`config.mk`:
```
export PLATFORM = sky130hd
export DESIGN_NAME = ccdhb_gen
export DESIGN_NICKNAME = d
export VERILOG_FILES = /design/src/shared/ccdhb_pkg.sv /design/src/design/ccdhb_gen.sv
export VERILOG_INCLUDE_DIRS = /design/src /design/src/shared
export SDC_FILE = /design/constraint.sdc
export NUM_CORES = 2
export LEC_CHECK = 0
export BUFFER_PORTS_ARGS = -buffer_cell sky130_fd_sc_hd__buf_2
export CORE_MARGIN = 3
export CORE_UTILIZATION = 55
export CTS_BUF_LIST = sky130_fd_sc_hd__clkbuf_4 sky130_fd_sc_hd__clkbuf_8
export CTS_CLUSTER_DIAMETER = 200
export DETAILED_ROUTE_END_ITERATION = 7
export PLACE_DENSITY = 0.73
export SLEW_MARGIN = 20
export SYNTH_ARGS = -nofsm -noshare
export SYNTH_HDL_FRONTEND = slang
export SYNTH_SLANG_ARGS = --single-unit
```
`constraint.sdc`:
```
create_clock -name pclk -period 4.02 [get_ports pclk]
set_input_delay 0.201 -clock pclk [delete_from_list [all_inputs] [get_ports pclk]]
set_output_delay 0.201 -clock pclk [all_outputs]
set_load 0.02 [all_outputs]
```
`src/shared/ccdhb_defines.svh`:
```
// Contract
// Clamp or preblank is suppressed on lines between a mask start and end line.
// Three mask areas each for clamp and preblank; any hit masks that pulse.
// Mask areas are global and apply whatever sequence is running.
// A mask start of 0x1FFF or beyond the sync line count disables that area.
// Software writes mask start 8191 and end 0 at power-up.
// Clamp and preblank begin each line at a per-sequence start polarity.
// Clamp and preblank invert at two per-sequence 13-bit pixel positions.
// Blanking has no start polarity; its toggles alone mark its intervals.
// During blanking phase one and copies go low if first mask bit high.
// Each sequence owns a set of blanking registers; the active one is used.
// Normal mode toggles blanking at up to six positions per line.
// Even and odd lines use separate six-position toggle sets.
// Two-bit mode: 0 normal, 1 pixel mixing, 2 advanced, 3 test.
// Pixel mixing uses toggles plus start, end, length and repeat settings.
// Advanced mode places repeat pulses between blanking start and end.
// Software never writes blanking mode 3.
// Blanking start and end are 13-bit pixel locations.
// Blanking length and repeat count are 13-bit values 0 to 8191.
// Clamp and preblank are active low; software picks values accordingly.
// Second mask bit sets phase two level, third the last-stage level.
// A line is masked when start <= line <= end; start > end masks nothing.
`ifndef CCDHB_DEFINES_SVH
`define CCDHB_DEFINES_SVH

// Global area (byte offsets)
`define CCDHB_CLAMP_AREA0 12'h000
`define CCDHB_PREBLANK_PULSE_AREA0 12'h00C
`define CCDHB_STATUS 12'h018
// Per-sequence blocks: base + seq * stride, word index inside
`define CCDHB_SEQ_BASE_BIT 11
`define CCDHB_SEQ_WORDS 17
`define CCDHB_W_CTRL 5'h00
`define CCDHB_W_CLAMP_TOG 5'h01
`define CCDHB_W_PREBLANK_PULSE_TOG 5'h02
`define CCDHB_W_BLANK_SE 5'h03
`define CCDHB_W_BLANK_LR 5'h04
`define CCDHB_W_TOG_EVEN 5'h05
`define CCDHB_W_TOG_ODD 5'h0B
// Field positions
`define CCDHB_LO_LSB 0
`define CCDHB_HI_LSB 16
`define CCDHB_CTRL_CLAMP_POL 0
`define CCDHB_CTRL_PREBLANK_PULSE_POL 1
`define CCDHB_CTRL_MODE_LSB 2
`define CCDHB_CTRL_MASK_A 4
`define CCDHB_CTRL_MASK_B 5
`define CCDHB_CTRL_MASK_L 6
// Write masks and reset values
`define CCDHB_CTRL_MASK 32'h0000007F
`define CCDHB_PAIR_MASK 32'h1FFF1FFF
`define CCDHB_ONE_MASK 32'h00001FFF
`define CCDHB_CTRL_RST 32'h00000003
`define CCDHB_AREA_RST 32'h00001FFF
`define CCDHB_LINE_MAX 13'h1FFF
`define CCDHB_NUM_AREAS 3
`define CCDHB_NUM_TOGS 6

`endif

```
`src/shared/ccdhb_pkg.sv`:
```
package ccdhb_pkg;
   typedef enum logic [1:0] {
      CCDHB_MODE_NORMAL = 2'h0,
      CCDHB_MODE_MIX = 2'h1,
      CCDHB_MODE_ADV = 2'h2,
      CCDHB_MODE_TEST = 2'h3
   } ccdhb_mode_t;

   typedef enum logic [2:0] {
      CCDHB_MIX_IDLE = 3'b001,
      CCDHB_MIX_ON = 3'b010,
      CCDHB_MIX_OFF = 3'b100
   } ccdhb_mix_t;
endpackage

```
`src/design/ccdhb_gen.sv`:
```
`timescale 1ns/1ps
`include "ccdhb_defines.svh"

module ccdhb_gen
   import ccdhb_pkg::*;
#(
   parameter int SEQ_W = 2
) (
   // Clock, reset, enable
   input wire logic pclk,
   input wire logic presetn,
   input wire logic pclk_en,
   // APB slave
   input wire logic psel,
   input wire logic penable,
   input wire logic pwrite,
   input wire logic [11:0] paddr,
   input wire logic [31:0] pwdata,
   output logic [31:0] prdata,
   output logic pready,
   output logic pslverr,
   // Timing generator counters
   input wire logic [12:0] pixel_count,
   input wire logic [12:0] line_count,
   input wire logic [12:0] vertical_sync_lines,
   input wire logic [SEQ_W-1:0] active_seq,
   // Horizontal clocks before blanking
   input wire logic hclk_a_in,
   input wire logic hclk_b_in,
   input wire logic hclk_l_in,
   // Pulses to the sensor and sampling chain
   output logic black_clamp_pulse_n,
   output logic preblank_pulse_n,
   output logic horiz_blank_pulse,
   output logic horiz_clock_phase_one,
   output logic horiz_clock_phase_two,
   output logic horiz_last_stage_clock
);

   localparam int NSEQ = 2 ** SEQ_W;
   localparam int NA = `CCDHB_NUM_AREAS;
   localparam int NT = `CCDHB_NUM_TOGS;

   // Register storage
   logic [31:0] clamp_area_q [NA];
   logic [31:0] preblank_pulse_area_q [NA];
   logic [31:0] seq_q [NSEQ][`CCDHB_SEQ_WORDS];

   // APB decode
   logic acc_seq;
   logic [SEQ_W-1:0] acc_sidx;
   logic [4:0] acc_widx;
   logic acc_hit;
   logic [31:0] rd_val;
   logic [31:0] wr_mask;
   logic wr_en;
   logic [31:0] prdata_q;
   logic pslverr_q;
   logic [31:0] status_w;

   assign acc_seq = paddr[`CCDHB_SEQ_BASE_BIT];
   assign acc_sidx = paddr[SEQ_W+6:7];
   assign acc_widx = paddr[6:2];

   function automatic logic [31:0] word_mask(input logic [4:0] w);
      if (w == `CCDHB_W_CTRL) begin
         return `CCDHB_CTRL_MASK;
      end else if (w < `CCDHB_W_TOG_EVEN) begin
         return `CCDHB_PAIR_MASK;
      end else begin
         return `CCDHB_ONE_MASK;
      end
   endfunction

   always_comb begin
      acc_hit = 1'b0;
      rd_val = 32'h00000000;
      wr_mask = 32'h00000000;
      if (acc_seq) begin
         if (paddr[10:SEQ_W+7] == '0 && paddr[1:0] == 2'h0
               && acc_widx < 5'(`CCDHB_SEQ_WORDS)) begin
            acc_hit = 1'b1;
            rd_val = seq_q[acc_sidx][acc_widx];
            wr_mask = word_mask(acc_widx);
         end
      end else if (paddr[1:0] == 2'h0) begin
         if (paddr < `CCDHB_PREBLANK_PULSE_AREA0) begin
            acc_hit = 1'b1;
            rd_val = clamp_area_q[paddr[3:2]];
            wr_mask = `CCDHB_PAIR_MASK;
         end else if (paddr < `CCDHB_STATUS) begin
            acc_hit = 1'b1;
            rd_val = preblank_pulse_area_q[2'(paddr[4:2] - 3'h3)];
            wr_mask = `CCDHB_PAIR_MASK;
         end else if (paddr == `CCDHB_STATUS) begin
            acc_hit = 1'b1;
            rd_val = status_w;
         end
      end
   end

   assign pready = pclk_en;
   assign wr_en = psel && penable && pwrite && pclk_en && acc_hit;
   assign prdata = prdata_q;
   assign pslverr = pslverr_q && psel && penable;

   // Read data and error captured in the setup phase
   always_ff @(posedge pclk or negedge presetn) begin
      if (!presetn) begin
         prdata_q <= 32'h00000000;
         pslverr_q <= 1'b0;
      end else if (pclk_en && psel && !penable) begin
         prdata_q <= pwrite ? 32'h00000000 : rd_val;
         pslverr_q <= !acc_hit;
      end
   end

   // Global mask areas, power-up value disables them
   always_ff @(posedge pclk or negedge presetn) begin
      if (!presetn) begin
         for (int i = 0; i < NA; i++) begin
            clamp_area_q[i] <= `CCDHB_AREA_RST;
            preblank_pulse_area_q[i] <= `CCDHB_AREA_RST;
         end
      end else if (wr_en && !acc_seq) begin
         if (paddr < `CCDHB_PREBLANK_PULSE_AREA0) begin
            clamp_area_q[paddr[3:2]] <= pwdata & wr_mask;
         end else if (paddr < `CCDHB_STATUS) begin
            preblank_pulse_area_q[2'(paddr[4:2] - 3'h3)] <= pwdata & wr_mask;
         end
      end
   end

   // Per-sequence pattern sets
   always_ff @(posedge pclk or negedge presetn) begin
      if (!presetn) begin
         for (int s = 0; s < NSEQ; s++) begin
            for (int w = 0; w < `CCDHB_SEQ_WORDS; w++) begin
               seq_q[s][w] <= (w == 0) ? `CCDHB_CTRL_RST : 32'h00000000;
            end
         end
      end else if (wr_en && acc_seq) begin
         seq_q[acc_sidx][acc_widx] <= pwdata & wr_mask;
      end
   end

   // Active sequence selection
   logic [31:0] ctrl_w;
   logic clamp_pol;
   logic preblank_pulse_pol;
   ccdhb_mode_t mode;
   logic mask_a;
   logic mask_b;
   logic mask_l;
   logic [12:0] clamp_t1, clamp_t2, preblank_pulse_t1, preblank_pulse_t2;
   logic [12:0] blank_start, blank_end, blank_len, blank_rep;

   assign ctrl_w = seq_q[active_seq][`CCDHB_W_CTRL];
   assign clamp_pol = ctrl_w[`CCDHB_CTRL_CLAMP_POL];
   assign preblank_pulse_pol = ctrl_w[`CCDHB_CTRL_PREBLANK_PULSE_POL];
   assign mode = ccdhb_mode_t'(ctrl_w[`CCDHB_CTRL_MODE_LSB +: 2]);
   assign mask_a = ctrl_w[`CCDHB_CTRL_MASK_A];
   assign mask_b = ctrl_w[`CCDHB_CTRL_MASK_B];
   assign mask_l = ctrl_w[`CCDHB_CTRL_MASK_L];
   assign clamp_t1 = seq_q[active_seq][`CCDHB_W_CLAMP_TOG][12:0];
   assign clamp_t2 = seq_q[active_seq][`CCDHB_W_CLAMP_TOG][28:16];
   assign preblank_pulse_t1 = seq_q[active_seq][`CCDHB_W_PREBLANK_PULSE_TOG][12:0];
   assign preblank_pulse_t2 = seq_q[active_seq][`CCDHB_W_PREBLANK_PULSE_TOG][28:16];
   assign blank_start = seq_q[active_seq][`CCDHB_W_BLANK_SE][12:0];
   assign blank_end = seq_q[active_seq][`CCDHB_W_BLANK_SE][28:16];
   assign blank_len = seq_q[active_seq][`CCDHB_W_BLANK_LR][12:0];
   assign blank_rep = seq_q[active_seq][`CCDHB_W_BLANK_LR][28:16];

   // Masking areas, independent of the active sequence
   logic [NA-1:0] clamp_hit;
   logic [NA-1:0] preblank_pulse_hit;
   logic clamp_masked;
   logic preblank_pulse_masked;

   function automatic logic area_hit(input logic [31:0] a,
         input logic [12:0] line, input logic [12:0] vlines);
      logic [12:0] st;
      logic [12:0] en;
      st = a[12:0];
      en = a[28:16];
      return st != `CCDHB_LINE_MAX && st <= vlines
         && line >= st && line <= en;
   endfunction

   genvar gi;
   generate
      for (gi = 0; gi < NA; gi++) begin : g_area
         assign clamp_hit[gi] = area_hit(clamp_area_q[gi], line_count,
            vertical_sync_lines);
         assign preblank_pulse_hit[gi] = area_hit(preblank_pulse_area_q[gi], line_count,
            vertical_sync_lines);
      end
   endgenerate

   assign clamp_masked = |clamp_hit;
   assign preblank_pulse_masked = |preblank_pulse_hit;

   // Clamp and preblank patterns, masked lines stay inactive high
   logic clamp_lvl;
   logic preblank_pulse_lvl;
   assign clamp_lvl = clamp_pol ^ (pixel_count >= clamp_t1)
      ^ (pixel_count >= clamp_t2);
   assign preblank_pulse_lvl = preblank_pulse_pol ^ (pixel_count >= preblank_pulse_t1)
      ^ (pixel_count >= preblank_pulse_t2);

   // Six blanking toggles, set picked by line parity
   logic [NT-1:0] tog_bits;
   logic tog_lvl;
   logic [4:0] tog_base;
   assign tog_base = line_count[0] ? `CCDHB_W_TOG_ODD
                                   : `CCDHB_W_TOG_EVEN;
   generate
      for (gi = 0; gi < NT; gi++) begin : g_tog
         assign tog_bits[gi] = pixel_count >=
            seq_q[active_seq][tog_base + 5'(gi)][12:0];
      end
   endgenerate
   assign tog_lvl = ^tog_bits;

   // Repeated pulse generator for mixing and advanced modes
   ccdhb_mix_t mix_q;
   logic [12:0] mix_cnt_q;
   logic [12:0] mix_left_q;
   logic mix_go;
   logic mix_stop;
   logic mix_on;
   logic blank_win;

   assign mix_go = (mode == CCDHB_MODE_MIX || mode == CCDHB_MODE_ADV)
      && pixel_count == blank_start && blank_len != 13'h0000
      && blank_rep != 13'h0000;
   assign mix_stop = pixel_count == blank_end;
   assign mix_on = mix_q == CCDHB_MIX_ON;
   assign blank_win = pixel_count >= blank_start
      && pixel_count < blank_end;

   always_ff @(posedge pclk or negedge presetn) begin
      if (!presetn) begin
         mix_q <= CCDHB_MIX_IDLE;
         mix_cnt_q <= 13'h0000;
         mix_left_q <= 13'h0000;
      end else if (pclk_en) begin
         case (mix_q)
            CCDHB_MIX_IDLE: begin
               if (mix_go) begin
                  mix_q <= CCDHB_MIX_ON;
                  mix_cnt_q <= blank_len - 13'h0001;
                  mix_left_q <= blank_rep - 13'h0001;
               end
            end
            CCDHB_MIX_ON: begin
               if (mix_stop) begin
                  mix_q <= CCDHB_MIX_IDLE;
               end else if (mix_cnt_q == 13'h0000) begin
                  mix_q <= CCDHB_MIX_OFF;
                  mix_cnt_q <= blank_len - 13'h0001;
               end else begin
                  mix_cnt_q <= mix_cnt_q - 13'h0001;
               end
            end
            CCDHB_MIX_OFF: begin
               if (mix_stop) begin
                  mix_q <= CCDHB_MIX_IDLE;
               end else if (mix_cnt_q != 13'h0000) begin
                  mix_cnt_q <= mix_cnt_q - 13'h0001;
               end else if (mix_left_q == 13'h0000) begin
                  mix_q <= CCDHB_MIX_IDLE;
               end else begin
                  mix_q <= CCDHB_MIX_ON;
                  mix_cnt_q <= blank_len - 13'h0001;
                  mix_left_q <= mix_left_q - 13'h0001;
               end
            end
            default: begin
               mix_q <= CCDHB_MIX_IDLE;
            end
         endcase
      end
   end

   // Blanking level per mode
   logic blank_d;
   always_comb begin
      case (mode)
         CCDHB_MODE_NORMAL: blank_d = tog_lvl;
         CCDHB_MODE_MIX: blank_d = tog_lvl ^ mix_on;
         CCDHB_MODE_ADV: blank_d = blank_win && !mix_on;
         default: blank_d = 1'b0;
      endcase
   end

   // Output flops
   logic clamp_n_q, preblank_pulse_n_q, blank_q, ph1_q, ph2_q, phl_q;

   always_ff @(posedge pclk or negedge presetn) begin
      if (!presetn) begin
         clamp_n_q <= 1'b1;
         preblank_pulse_n_q <= 1'b1;
      end else if (pclk_en) begin
         clamp_n_q <= clamp_masked | clamp_lvl;
         preblank_pulse_n_q <= preblank_pulse_masked | preblank_pulse_lvl;
      end
   end

   always_ff @(posedge pclk or negedge presetn) begin
      if (!presetn) begin
         blank_q <= 1'b0;
         ph1_q <= 1'b0;
         ph2_q <= 1'b0;
         phl_q <= 1'b0;
      end else if (pclk_en) begin
         blank_q <= blank_d;
         ph1_q <= blank_d ? !mask_a : hclk_a_in;
         ph2_q <= blank_d ? !mask_b : hclk_b_in;
         phl_q <= blank_d ? !mask_l : hclk_l_in;
      end
   end

   assign black_clamp_pulse_n = clamp_n_q;
   assign preblank_pulse_n = preblank_pulse_n_q;
   assign horiz_blank_pulse = blank_q;
   assign horiz_clock_phase_one = ph1_q;
   assign horiz_clock_phase_two = ph2_q;
   assign horiz_last_stage_clock = phl_q;

   assign status_w = {5'h00, blank_q, preblank_pulse_n_q, clamp_n_q, 4'h0,
      4'(active_seq), 3'h0, line_count};
endmodule

```
* Word-level counts from Yosys, hierarchy flattened
Cells that the tools add are included.
Storage, ports and cells: output and inout bits 40, register bits after elaboration 2436, input bits 94
Cells by class: eq/ne operators 22, bitwise operators 20, reduce and logical (&&, ||, !) cells 66, magnitude comparators 49, muxes and demuxes 88, add/subtract/negate cells 10
Operators with widths (number):
- 2-to-1 mux 544 bit | 5
- binary-select mux 544 bit (select 2 bit) | 2
- bitwise mux 2176 bit | 1
- binary-select mux 32 bit (select 5 bit) | 7
- demux 544 bit (select 2 bit) | 1
- 2-to-1 mux 32 bit | 17
- 2-to-1 mux 13 bit | 22
- >= comparator 13 bit | 17
- bitwise mux 96 bit | 2
- demux 32 bit (select 5 bit) | 1
- <= comparator 13 bit | 12
- 2-to-1 mux 29 bit | 5
- binary-select mux 32 bit (select 2 bit) | 2
- demux 32 bit (select 2 bit) | 2
- != test 13 bit, second input constant | 6
- subtractor 13 x 1 -> 13 bit, second input constant | 4
- >= comparator 6 bit, second input constant | 7
- logical AND 1 bit | 39
- case mux 13 bit (3 select lines) | 1
- nonzero test 13 bit | 3
- inverter 5 -> 6 bit | 6
- bitwise AND 32 bit | 1
- 2-to-1 mux 27 bit | 1
- equality test 13 bit | 2
- other kinds (46) | 89

* Longest topological paths before layout
depth in word-level cells 12, mapped depth 20, mapped depth without buffers 14

* Worst setup path after synthesis
Ideal clock, no wire load.
path type input -> register, start point in active_seq[0], end point reg ph1_q, in the netlist horiz_clock_phase_one, stages on the path 19, setup slack -1.527 ns, setup time 0.126 ns, arrival time 5.421 ns, cells stage by stage buf_6 > buf_6 > buf_2 > clkbuf_1 > clkbuf_1 > buf_1 > mux4_2 > mux2i_1 > ha_1 > a21o_1 > a31oi_1 > o21ai_0 > a211oi_1 > xnor3_1 > xnor3_1 > xor3_1 > a221oi_1 > or3_1 > nand3_1
On the way: word-level cells in the longest chain between the ends 12
Ends and longest elaborated chain:
- from (decl) | RTL line ccdhb_gen.sv:26 | input wire logic [SEQ_W-1:0] active_seq,
- inverter 2 -> 3 bit (implied by the code) *
- binary-select mux 544 bit (select 2 bit) *
- 2-to-1 mux 544 bit (implied by the code) * (2 in a row) | RTL line ccdhb_gen.sv:220 | seq_q[active_seq][tog_base + 5'(gi)][12:0];
- binary-select mux 32 bit (select 5 bit) | RTL line ccdhb_gen.sv:220
- 2-to-1 mux 13 bit (implied by the code) (2 in a row) | RTL line ccdhb_gen.sv:220
- >= comparator 13 bit | RTL line ccdhb_gen.sv:219 | assign tog_bits[gi] = pixel_count >=
- XOR reduction 6 bit | RTL line ccdhb_gen.sv:223 | assign tog_lvl = ^tog_bits;
- bitwise XOR 1 bit | RTL line ccdhb_gen.sv:291 | CCDHB_MODE_MIX: blank_d = tog_lvl ^ mix_on;
- case mux 1 bit (3 select lines) | RTL line ccdhb_gen.sv:289 | case (mode)
- 2-to-1 mux 1 bit * | RTL line ccdhb_gen.sv:318 | ph1_q <= blank_d ? !mask_a : hclk_a_in;
- to (signal assigned) | RTL line ccdhb_gen.sv:318
- to (decl) | RTL line ccdhb_gen.sv:298 | logic clamp_n_q, preblank_pulse_n_q, blank_q, ph1_q, ph2_q, phl_q;
Every way passes the cells marked *; elsewhere a longest branch is shown, timed or not. The select of a mux whose other input is x is not followed. A chain may end at the register's enable or synchronous reset.

* Worst setup path in the final report
start point reg seq_q[706] (netlist name), end point reg ph2_q, in the netlist horiz_clock_phase_two
On the way: word-level cells in the longest chain between the ends 11
Ends and longest elaborated chain:
- from (decl) | RTL line ccdhb_gen.sv:47 | logic [31:0] seq_q [NSEQ][`CCDHB_SEQ_WORDS];
- from (signal, indexed assignment) | RTL line ccdhb_gen.sv:139 | seq_q[s][w] <= (w == 0) ? `CCDHB_CTRL_RST : 32'h00000000;
- from (signal, indexed assignment) | RTL line ccdhb_gen.sv:143 | seq_q[acc_sidx][acc_widx] <= pwdata & wr_mask;
- binary-select mux 544 bit (select 2 bit) * | RTL line ccdhb_gen.sv:220
- 2-to-1 mux 544 bit (implied by the code) * (2 in a row) | RTL line ccdhb_gen.sv:220
- binary-select mux 32 bit (select 5 bit) | RTL line ccdhb_gen.sv:220
- 2-to-1 mux 13 bit (implied by the code) (2 in a row) | RTL line ccdhb_gen.sv:220
- >= comparator 13 bit | RTL line ccdhb_gen.sv:219
- XOR reduction 6 bit * | RTL line ccdhb_gen.sv:223
- bitwise XOR 1 bit | RTL line ccdhb_gen.sv:291
- case mux 1 bit (3 select lines) * | RTL line ccdhb_gen.sv:289
- 2-to-1 mux 1 bit * | RTL line ccdhb_gen.sv:319 | ph2_q <= blank_d ? !mask_b : hclk_b_in;
- to (signal assigned) | RTL line ccdhb_gen.sv:319
- to (decl) | RTL line ccdhb_gen.sv:298
Marks and branches as above.

==> results.json <==
{
  "utilization": 0.629,
  "coreArea_um2": 183000,
  "p_comb_frac": 0.079,
  "p_int_w": 0.0326,
  "slew_headroom": 0.195,
  "netlist_instances": 8922,
  "grt_pass1_wl_mm": 501,
  "pre_cts_ws_ns": -0.510,
  "outcome": "finished, violations left",
  "place.gp.congestion": 0.988,
  "setup_ws_ns": -0.00368,
  "crit_buf_inv": 3,
  "grt_usage": 0.353,
  "r2r-start": "seq_q[706]$_DFFE_PN0P_",
  "start_util": 0.554,
  "max_stage_delay_ns": 0.49,
  "cp.required_ns": 4.97,
  "route.vias.total": 77096,
  "cts_tree": "built",
  "cts_made_buffers": 348,
  "tightest_slew_ns": 1.21,
  "critPathMaxFanout": 7,
  "r2r_setup_slack_ns": -0.004,
  "worst_setup_path_end_kind": "register",
  "fp.dieW_um": 436,
  "ys_seq_area_frac": 0.491,
  "grt_overflow": 0,
  "syn_to_final_growth_pct": 13.5,
  "tns_ns": -0.00368,
  "violations": "DRC, setup timing",
  "syn_avg_cell_area_um2": 11.4,
  "drv_slew": 0,
  "final_common_cell": "dfrtp_1",
  "async_flop_share": 1.00,
  "path_cells": "mux4_2, mux2i_2, ha_1, a21o_1, a31oi_1, o21ai_1, a211oi_2, buf_4, xnor3_2, xnor3_2, buf_6, xnor2_4, a221oi_4, buf_6, or3_1, nand3_1",
  "max_freq_mhz": 249,
  "drive_gt1_frac": 0.232,
  "clk_pin_slew_worst_paths_ns": 0.06,
  "p_per_area_nw_per_um2": 376,
  "sw_frac_of_total": 0.247,
  "max_cap_violations": 0,
  "htreeDepth": 5,
  "clkLatencyLatePin_ns": 1.09,
  "min_path_cells": 4,
  "antenna_found_initial": 17,
  "power.leakage_nw": 50.4,
  "clockBufferDepth": 4,
  "synth-main-ff-cell": "dfrtp_1",
  "nets": 9676,
  "cp_slowest_cell": "mux4_2",
  "cp_data_arrival_time_ns": 4.97,
  "switching_power_w": 0.0107,
  "yosys_warnings": 0,
  "dr.pass1.iters": 8,
  "clock-sinks": 1986,
  "finalHoldViolCount": 0,
  "dr.first_iter.drc_count": 8797,
  "hold_path.class": "primary input to register",
  "whs_ns": 0.0924,
  "startpoint_type": "register",
  "ys_types": 75,
  "syn_area_um2": 102000,
  "die_area_um2": 190000,
  "pwr-share-clk": 0.453,
  "period_needed_ns": 4.02,
  "synth-edff-count": 0,
  "whs_endpoint": "prdata[9]$_DFFE_PN0P_",
  "fp.dieH_um": 436,
  "finalSetupViolCount": 1,
  "period_share": 1.00,
  "cp_top_family": "compound AO/OA/AOI/OAI gates",
  "grt_max_degree": 140,
  "worstHoldStart": "line_count[9]",
  "cts_root_buffer": "clkbuf_8",
  "wl_mm": 332,
  "critPathKind": "register to register",
  "reg2reg_depth": 16,
  "drc": 1,
  "ys_seq_elements": 1986,
  "ant_nets": 0,
  "place.port_buffers": 121,
  "pwr-share-seq": 0.469,
  "avgViaCountPerCell": 6.48,
  "rows": 157,
  "hpwl_mm": 219,
  "ir_drop_mv": 0.308,
  "ios": 134,
  "skew_ns": 0.0691,
  "grt_pass1_vias": 78002,
  "final_cell_mix": "1897 x dfrtp_1, 1586 x nand2_1, 1531 x o21ai_0",
  "r2r-end": "horiz_clock_phase_two$_DFFE_PN0P_",
  "wl_per_cell_um": 27.9
}
==> power groups by stage <==
stage | combinational [W] | sequential (W) | clock [W]
finish | 0.00340 | 0.0203 | 0.0196
global placement | 0.00322 | 0.0206 | 0
floorplan | 0.00177 | 0.0206 | 0
detailed placement | 0.00330 | 0.0206 | 0
CTS | 0.00337 | 0.0203 | 0.0198
global route | 0.00367 | 0.0203 | 0.0208
==> worst reg2reg max path, stage by stage, from the launching register on <==
cell	delay, ns
dfrtp_1	0.39
mux4_2	0.49
mux2i_2	0.19
ha_1	0.28
a21o_1	0.16
a31oi_1	0.16
o21ai_1	0.15
a211oi_2	0.20
buf_4	0.18
xnor3_2	0.40
xnor3_2	0.32
buf_6	0.16
xnor2_4	0.12
a221oi_4	0.36
buf_6	0.17
or3_1	0.10
nand3_1	0.08
==> layer usage <==
| metal | wire [µm] | GRT usage |
|---|---|---|
| met3 | 37700 | 0.104 |
| met4 | 25200 | 0.231 |
| met2 | 149000 | 0.528 |
| met1 | 120000 | 0.449 |
| met5 | 63 | 0 |
==> stage by stage <==
step,instance area (µm²),total power (W),cells
after floorplan,102000,0.0224,8927
after global placement,107000,0.0239,11238
after detailed placement,107000,0.0240,11238
after CTS,115000,0.0435,11890
after global routing,115000,0.0448,11893
final,115000,0.0433,11905
==> area by class of cell <==
type	count	area (µm²)
diodes	14	35.0
clock buffers	538	6770
clock inverters	58	505
fillers	14018	68000
inverters	260	986
multi-input cells	5945	48100
flip-flops and latches	1986	49800
well taps	2464	3080
repair buffers	640	5960
==> cells in the mapped netlist, types with 10 or more instances <==
| library cell | n | area (µm²) |
|---|---|---|
| dfrtp_1 | 1897 | 47500 |
| nand2_1 | 1623 | 6090 |
| o21ai_0 | 1534 | 7680 |
| mux4_2 | 827 | 18600 |
| clkbuf_1 | 612 | 2300 |
| and2_1 | 550 | 3440 |
| ha_1 | 401 | 5020 |
| inv_1 | 259 | 972 |
| a21oi_1 | 144 | 721 |
| mux2i_1 | 115 | 1150 |
| dfstp_2 | 89 | 2340 |
| nor2_1 | 86 | 323 |
| buf_1 | 80 | 300 |
| nand4_1 | 66 | 413 |
| nand3_1 | 57 | 285 |
| nor2b_1 | 52 | 325 |
| a21o_1 | 48 | 360 |
| o21a_1 | 45 | 338 |
| a22o_1 | 41 | 359 |
| buf_2 | 32 | 160 |
| nor3_1 | 31 | 155 |
| nand2b_1 | 29 | 181 |
| a22oi_1 | 21 | 158 |
| a221oi_1 | 18 | 158 |
| nor4_1 | 16 | 100 |
| o22ai_1 | 16 | 100 |
| a211oi_1 | 15 | 113 |
| mux2_2 | 15 | 169 |
| o211ai_1 | 15 | 113 |
| or3_1 | 15 | 93.8 |
| a31oi_1 | 13 | 81.3 |
| o32ai_1 | 13 | 114 |
| o31ai_1 | 11 | 82.6 |
| or2_2 | 11 | 68.8 |
| xnor2_1 | 11 | 96.3 |
| a2111oi_0 | 10 | 87.6 |
| or4_1 | 10 | 75.1 |
==> worst max path at each step <==
stage,start,endpoint,slack (ns),depth (start not counted)
floorplan,active_seq[0],horiz_clock_phase_one$_DFFE_PN0P_,-0.18,19
CTS,seq_q[610]$_DFFE_PN0P_,horiz_clock_phase_two$_DFFE_PN0P_,0.04,15
detailed placement,active_seq[0],horiz_last_stage_clock$_DFFE_PN0P_,-0.51,16
finish,seq_q[706]$_DFFE_PN0P_,horiz_clock_phase_two$_DFFE_PN0P_,-0.004,16
global route,seq_q[162]$_DFFE_PN0P_,horiz_clock_phase_two$_DFFE_PN0P_,-0.008,16
global placement,active_seq[0],horiz_clock_phase_one$_DFFE_PN0P_,-0.45,17
==> cells by family (layout without fill, tap and decap cells) <==
group                    count (synthesis)  count (layout)  share of synthesized area
other                                    1              20                  0.0000369
buffers and inverters                  996            1496                     0.0378
XOR/XNOR                                22              22                    0.00232
multiplexers                           961             961                      0.197
AND/OR/NAND/NOR                       2563            2563                      0.115
adder cells (fa/ha/maj)                401             401                     0.0494
flip-flops                            1986            1986                      0.491
AO/OA/AOI/OAI                         1992            1992                      0.108
==> timing repair <==
item,in CTS,in global routing
gates cloned,0,0
hold endpoints to repair,2968,0
setup buffers,1,1
endpoints found under the setup margin,4,4
gates resized for setup,9,8
pin swaps,3,1
hold buffers,55,0
==> registers in the layout, summed over array words and instances (netlist names), 3 cells and up <==
register               cells
mix_left_q                13
preblank_pulse_area_q     78
prdata                    26
mix_cnt_q                 13
seq_q                   1768
mix_q                      3
clamp_area_q              78
Power figures use the tool's default switching activity.
